`config.mk`:
```
export PLATFORM = sky130hd
export DESIGN_NAME = icva_top
export DESIGN_NICKNAME = d
export VERILOG_FILES = /design/src/rtl/icva_delay_chain.v /design/src/rtl/icva_top.v
export VERILOG_INCLUDE_DIRS = /design/src /design/src/rtl
export SDC_FILE = /design/constraint.sdc
export NUM_CORES = 1
export LEC_CHECK = 0
export ABC_CLOCK_PERIOD_IN_PS = 1770
export BUFFER_PORTS_ARGS = -buffer_cell sky130_fd_sc_hd__buf_4
export CAP_MARGIN = 10
export CORE_MARGIN = 3
export CORE_UTILIZATION = 25
export CTS_BUF_LIST = sky130_fd_sc_hd__clkbuf_8
export CTS_CLUSTER_DIAMETER = 80
export CTS_CLUSTER_SIZE = 40
export DETAILED_ROUTE_END_ITERATION = 6
export PLACE_DENSITY = 0.44
export SLEW_MARGIN = 20
export SYNTH_ARGS = -nofsm -noshare
export SYNTH_HDL_FRONTEND = slang
export SYNTH_HIERARCHICAL = 1
export SYNTH_SLANG_ARGS = --single-unit
```
`constraint.sdc`:
```
create_clock -name core_clk -period 1.77 [get_ports core_clk]
set_input_delay 0.0885 -clock core_clk [delete_from_list [all_inputs] [get_ports core_clk]]
set_output_delay 0.0885 -clock core_clk [all_outputs]
set_load 0.1 [all_outputs]
```
`src/rtl/icva_consts.vh`:
```
`ifndef ICVA_CONSTS_VH
`define ICVA_CONSTS_VH
// Configuration bit addresses (bit-addressed register space)
`define ICVA_SWRST_BIT 12'd2922
`define ICVA_LOCK_BIT 12'd2924
`define ICVA_VIN_LO 12'd2840
`define ICVA_VIN_HI 12'd2851
`define ICVA_NODE_LO 12'd2872
`define ICVA_NODE_HI 12'd2887
`define ICVA_ADDR_W 12
`define ICVA_VIN_W 12
`define ICVA_NODE_W 16
`define ICVA_SHARED_W 4
`define ICVA_STAGES 5
`define ICVA_VIN_RESET 12'h000
// Reload sequence length in core_clk cycles
`define ICVA_POR_CYCLES 8'd32
`endif

```
`src/rtl/icva_delay_chain.v`:
```
`timescale 1ns/1ps
`default_nettype none
// Widths in the port list need the constants first
`include "icva_consts.vh"
module icva_delay_chain (
   input wire core_clk,
   input wire sys_rst,
   input wire din,
   input wire pipe_rst,
   input wire rst_pol_high,
   output wire [`ICVA_STAGES-1:0] stage_d
);
   reg [`ICVA_STAGES-1:0] delay_chain_stages;
   wire clr;
   assign clr = rst_pol_high ? pipe_rst : ~pipe_rst;
   assign stage_d = {delay_chain_stages[`ICVA_STAGES-2:0], din};
   always @(posedge core_clk) begin
      if (sys_rst || clr) begin
         delay_chain_stages <= {`ICVA_STAGES{1'b0}};
      end else begin
         delay_chain_stages <= stage_d;
      end
   end
endmodule
`default_nettype wire

```
`src/rtl/icva_top.v`:
```
// Functional notes
// - The I2C target lets a master read and write configuration bits.
// - Writing one to bit 2922 restarts the power-on reset sequence.
// - The software reset reloads the virtual input bits and the lock bit from NVM.
// - Outputs stay high-impedance while the reset sequence runs.
// - Bit 2922 clears itself to zero when the reset sequence ends.
// - Bits 2851..2840 drive matrix inputs 75..64 as virtual inputs.
// - Bits 2887..2872 read back live internal node values.
// - With bit 2924 set, readout of virtual input bits 2851..2840 is blocked.
// - Virtual outputs and pipe delay share one 8-bit matrix output group.
// - Each of four shared lines selects virtual bit or pipe output.
// - The pipe reset polarity is configurable.
// - The pipe output selects any of the five stage data inputs.
`timescale 1ns/1ps
`default_nettype none
// Widths in the port list need the constants first
`include "icva_consts.vh"
module icva_top (
   input wire core_clk,
   input wire sys_rst,
   input wire wr_en,
   input wire rd_en,
   input wire [`ICVA_ADDR_W-1:0] bit_addr,
   input wire wr_bit,
   output reg rd_bit,
   output reg rd_valid,
   input wire [`ICVA_VIN_W-1:0] nvm_vin,
   input wire nvm_lock,
   input wire [`ICVA_NODE_W-1:0] node_state,
   input wire [`ICVA_SHARED_W-1:0] vout_bits,
   input wire [`ICVA_SHARED_W-1:0] shared_sel_pipe,
   input wire [2:0] pipe_tap_sel,
   input wire pipe_din,
   input wire pipe_rst,
   input wire pipe_rst_pol_high,
   output reg [`ICVA_VIN_W-1:0] matrix_vin,
   output reg [7:0] shared_out,
   output reg outputs_tristate,
   output reg swrst_flag,
   output reg lock_flag
);
   localparam ST_RUN = 2'b01;
   localparam ST_POR = 2'b10;
   reg [1:0] state;
   reg [7:0] por_cnt;
   reg [`ICVA_VIN_W-1:0] vin;
   wire [`ICVA_STAGES-1:0] stage_d;
   wire pipe_out;
   wire in_vin;
   wire in_node;
   wire [`ICVA_ADDR_W-1:0] vin_idx;
   wire [`ICVA_ADDR_W-1:0] node_idx;
   wire [`ICVA_SHARED_W-1:0] shared_mux;
   assign in_vin = bit_addr >= `ICVA_VIN_LO && bit_addr <= `ICVA_VIN_HI;
   assign in_node = bit_addr >= `ICVA_NODE_LO && bit_addr <= `ICVA_NODE_HI;
   assign vin_idx = bit_addr - `ICVA_VIN_LO;
   assign node_idx = bit_addr - `ICVA_NODE_LO;
   // tap selection, out of range taps the input
   assign pipe_out = (pipe_tap_sel < 3'd5) ? stage_d[pipe_tap_sel] : pipe_din;
   icva_delay_chain u_chain (
      .core_clk(core_clk),
      .sys_rst(sys_rst),
      .din(pipe_din),
      .pipe_rst(pipe_rst),
      .rst_pol_high(pipe_rst_pol_high),
      .stage_d(stage_d)
   );
   genvar g;
   generate
      for (g = 0; g < `ICVA_SHARED_W; g = g + 1) begin : g_share
         assign shared_mux[g] = shared_sel_pipe[g] ? pipe_out : vout_bits[g];
      end
   endgenerate
   always @(posedge core_clk) begin
      if (sys_rst) begin
         state <= ST_POR;
         por_cnt <= 8'h00;
         vin <= `ICVA_VIN_RESET;
         swrst_flag <= 1'b0;
         lock_flag <= 1'b0;
         outputs_tristate <= 1'b1;
         rd_bit <= 1'b0;
         rd_valid <= 1'b0;
         matrix_vin <= `ICVA_VIN_RESET;
         shared_out <= 8'h00;
      end else begin
         rd_valid <= 1'b0;
         rd_bit <= 1'b0;
         case (state)
            ST_POR: begin
               outputs_tristate <= 1'b1;
               vin <= nvm_vin;
               lock_flag <= nvm_lock;
               if (por_cnt == `ICVA_POR_CYCLES - 8'h01) begin
                  state <= ST_RUN;
                  swrst_flag <= 1'b0;
                  outputs_tristate <= 1'b0;
               end else begin
                  por_cnt <= por_cnt + 8'h01;
               end
            end
            ST_RUN: begin
               if (wr_en) begin
                  if (bit_addr == `ICVA_SWRST_BIT && wr_bit) begin
                     swrst_flag <= 1'b1;
                     state <= ST_POR;
                     por_cnt <= 8'h00;
                     outputs_tristate <= 1'b1;
                  end else if (bit_addr == `ICVA_LOCK_BIT && wr_bit) begin
                     lock_flag <= 1'b1;
                  end else if (in_vin) begin
                     vin[vin_idx[3:0]] <= wr_bit;
                  end
               end else if (rd_en) begin
                  rd_valid <= 1'b1;
                  if (in_node) begin
                     rd_bit <= node_state[node_idx[3:0]];
                  end else if (bit_addr == `ICVA_SWRST_BIT) begin
                     rd_bit <= swrst_flag;
                  end else if (bit_addr == `ICVA_LOCK_BIT) begin
                     rd_bit <= lock_flag;
                  end else if (in_vin && !lock_flag) begin
                     rd_bit <= vin[vin_idx[3:0]];
                  end
               end
            end
            default: begin
               state <= ST_POR;
               por_cnt <= 8'h00;
            end
         endcase
         matrix_vin <= vin;
         // shared 8-bit group, upper half virtual
         shared_out <= {vout_bits, shared_mux};
      end
   end
endmodule
`default_nettype wire

```
==> flow_summary.json <==
{
  "drt_iter0_drc": 158,
  "cts-buffers-inserted": 5,
  "fillers": 1070,
  "peakVddDrop_uv": 318,
  "min_path_type": "in2reg",
  "io_pins": 85,
  "pre_cts_slack_ns": 0.0339,
  "post-route-min-period_ns": 1.63,
  "tns_ns": 0,
  "finalHoldViolCount": 0,
  "clk_root_buffer_cell": "clkbuf_8",
  "synth_warnings": 6,
  "grt_first_pass_wirelength_mm": 12.5,
  "finalCritPeriodShare": 0.922,
  "cp-start-kind": "flip-flop",
  "routedWlPerCell_um": 14.9,
  "synth_xor_area_frac": 0.0100,
  "tightest_slew_ns": 0.399,
  "clock_skew_ns": 0.00363,
  "fin_area_um2": 3750,
  "cts_tree": "built",
  "synth_async_sr_flop_share": 0,
  "die_w_um": 109,
  "syn_area_um2": 2630,
  "synth_largest_area_cell": "dfxtp_1",
  "hp-start": "shared_sel_pipe[2]",
  "synth-edff-count": 0,
  "slew_headroom": 0.732,
  "dieHeight_um": 109,
  "maxCapViolations": 0,
  "antenna_found_initial": 0,
  "avgSynthCellArea_um2": 9.03,
  "timing.fmax_ghz": 0.613,
  "clk_pin_slew_ns": 0.09,
  "p_leak_nw": 1.56,
  "syn_nets": 352,
  "row_count": 36,
  "yosys.area_share.simple": 0.270,
  "synth_most_common_cell": "dfxtp_1",
  "crit_fanout": 7,
  "ant_nets": 0,
  "areaGrowthSynthToFinish_pct": 42.7,
  "grt_pass1_vias": 2503,
  "synth_top_area_frac": 0.389,
  "h-tree-depth": 2,
  "ys_seq_elements": 51,
  "slew_violations": 0,
  "routabilityCongestion": 0.811,
  "cts_num_sinks": 51,
  "num_vias": 2547,
  "coreArea_um2": 10000,
  "place_hpwl_mm": 6.28,
  "cts_setup_buffers": 0,
  "io_buffers": 84,
  "start_util": 0.263,
  "status": "complete, no violations",
  "cp.arrival_ns": 1.84,
  "drtPass1Iterations": 5,
  "clock_latency_ns": 0.30,
  "drc": 0,
  "synth.area.mux_share": 0.0895,
  "cts_buffer_depth": 2,
  "syn_inst": 291,
  "rsz0062_at_grt": "false",
  "yosys-top-cells-area": "dfxtp_1, nor2b_1, nor2_1",
  "synth-compound-area-share": 0.200,
  "layout_setup_ws_ns": 0.137,
  "grt_overflow": 0,
  "setup_viol": 0,
  "critPathLaunch": "por_cnt[7]$_SDFFE_PP0P_",
  "rr_startpoint": "por_cnt[7]$_SDFFE_PP0P_",
  "place_area_um2": 3590,
  "synth.distinct_cells": 58,
  "dieArea_um2": 11800,
  "synthAdderAreaFrac": 0.00476,
  "seq_area_frac_synth": 0.389,
  "end_kind": "flip-flop",
  "power_density_nw_per_um2": 663,
  "cp.required_ns": 1.98,
  "grt_max_degree": 29,
  "drive_gt1_frac": 0.363,
  "crit_type": "reg2reg",
  "synth-main-ff-cell": "dfxtp_1",
  "synth_top_family_by_area": "simple AND/OR/NAND/NOR gates",
  "synth_commonest_cells": "dfxtp_1, nor2_1, nor2b_1",
  "grt.total_usage": 0.135,
  "final_nets": 462,
  "drt-total-wl_mm": 7.95,
  "viasPerCell": 4.76,
  "num_antenna_cells": 0
}
-- sequential cells by signal (all words and copies together), names as in the netlist --
name and cells:
lock_flag 1, matrix_vin 12, outputs_tristate 1, por_cnt 8
rd_bit 1, rd_valid 1, shared_out 8, state 2
swrst_flag 1, u_chain/delay_chain_stages 4, vin 12
-- routing by layer --
metal,global-route usage,vias to the layer above,wire (µm)
met3,0.0275,7,552
met1,0.192,1149,3970
met2,0.210,95,3340
met5,0,-,0
met4,0.0298,0,85
li1,-,1296,-
-- area by class of cell --
type	count	area, µm²	area share
inverters	3	11.3	0.00300
clock buffers	6	82.6	0.0220
well taps	133	166	0.0444
multi-input cells	218	1530	0.408
flip-flops and latches	51	1020	0.273
clock inverters	2	12.5	0.00334
repair buffers	122	926	0.247
-- layout by cell type (no fill, tap or decap), types with 4 or more instances in the layout --
| master | netlist | final |
|---|---|---|
| a21oi_1 | 10 | 10 |
| nand4_1 | 6 | 6 |
| nor3b_1 | 5 | 5 |
| nor2b_1 | 25 | 24 |
| and2_1 | 4 | 4 |
| nor3_1 | 5 | 4 |
| nand3_1 | 4 | 4 |
| a211oi_1 | 4 | 4 |
| mux2i_1 | 10 | 10 |
| o21bai_1 | 5 | 5 |
| o221a_2 | 5 | 5 |
| nand2b_1 | 8 | 8 |
| buf_4 | 1 | 118 |
| nand2_1 | 13 | 13 |
| dlygate4sd3_1 | 0 | 4 |
| a31oi_1 | 6 | 6 |
| o21ai_0 | 9 | 9 |
| or3_1 | 8 | 7 |
| o311a_1 | 5 | 5 |
| clkbuf_8 | 0 | 6 |
| inv_1 | 3 | 4 |
| mux4_2 | 6 | 6 |
| a311oi_1 | 4 | 4 |
| dfxtp_1 | 51 | 50 |
| nor2_1 | 36 | 36 |
-- critical path, cell delays in order (launching register included) --
cell and delay (ns):
dfxtp_1 0.32, or3_1 0.39, or3_4 0.36, o21ai_1 0.11, buf_4 0.16, nor2b_2 0.14, inv_1 0.04
-- what timing repair did --
action	CTS	global route
hold buffers	4	0
endpoints found under the hold margin	4	0
setup endpoints to repair	0	11
resized for setup	0	5
-- cell families (layout without fill, tap and decap cells) --
logic type                 Yosys count  in the layout
adders and majority gates            1              1
DFF                                 51             51
muxes                               16             16
buffers and inverters               22            133
AOI/OAI and AO/OA                   69             69
and+or+nand+nor                    129            129
xor gates and xnor gates             3              3
-- worst paths after layout --
kind	to	slack (ns)	depth (start not counted)
hold reg to reg	u_chain/delay_chain_stages[3]$_SDFF_PP0_	0.48	1
setup reg to reg	state[1]$_SDFFE_PP1P_	0.14	6
hold / removal	shared_out[2]$_SDFF_PP0_	0.03	3
setup / recovery	state[1]$_SDFFE_PP1P_	0.14	6
-- where the power goes --
part           total, mW  leakage (nW)  internal, mW  switching, mW
Clock              0.708        0.0526         0.316          0.392
Combinational      0.557          1.09         0.229          0.328
Sequential          1.22         0.420          1.19         0.0282
Total               2.49          1.56          1.74          0.748
-- stage by stage --
stage | utilization | hold slack, ns | power [mW] | instances
after global routing | 0.375 | 0.0242 | 2.61 | 535
after detailed placement | 0.359 | 0.318 | 1.80 | 523
after floorplan | - | 0.165 | 1.59 | 291
final | 0.375 | 0.0340 | 2.49 | 535
after global placement | 0.359 | 0.314 | 1.80 | 523
after CTS | 0.373 | 0.0157 | 2.53 | 535
Power figures use the tool's default switching activity.
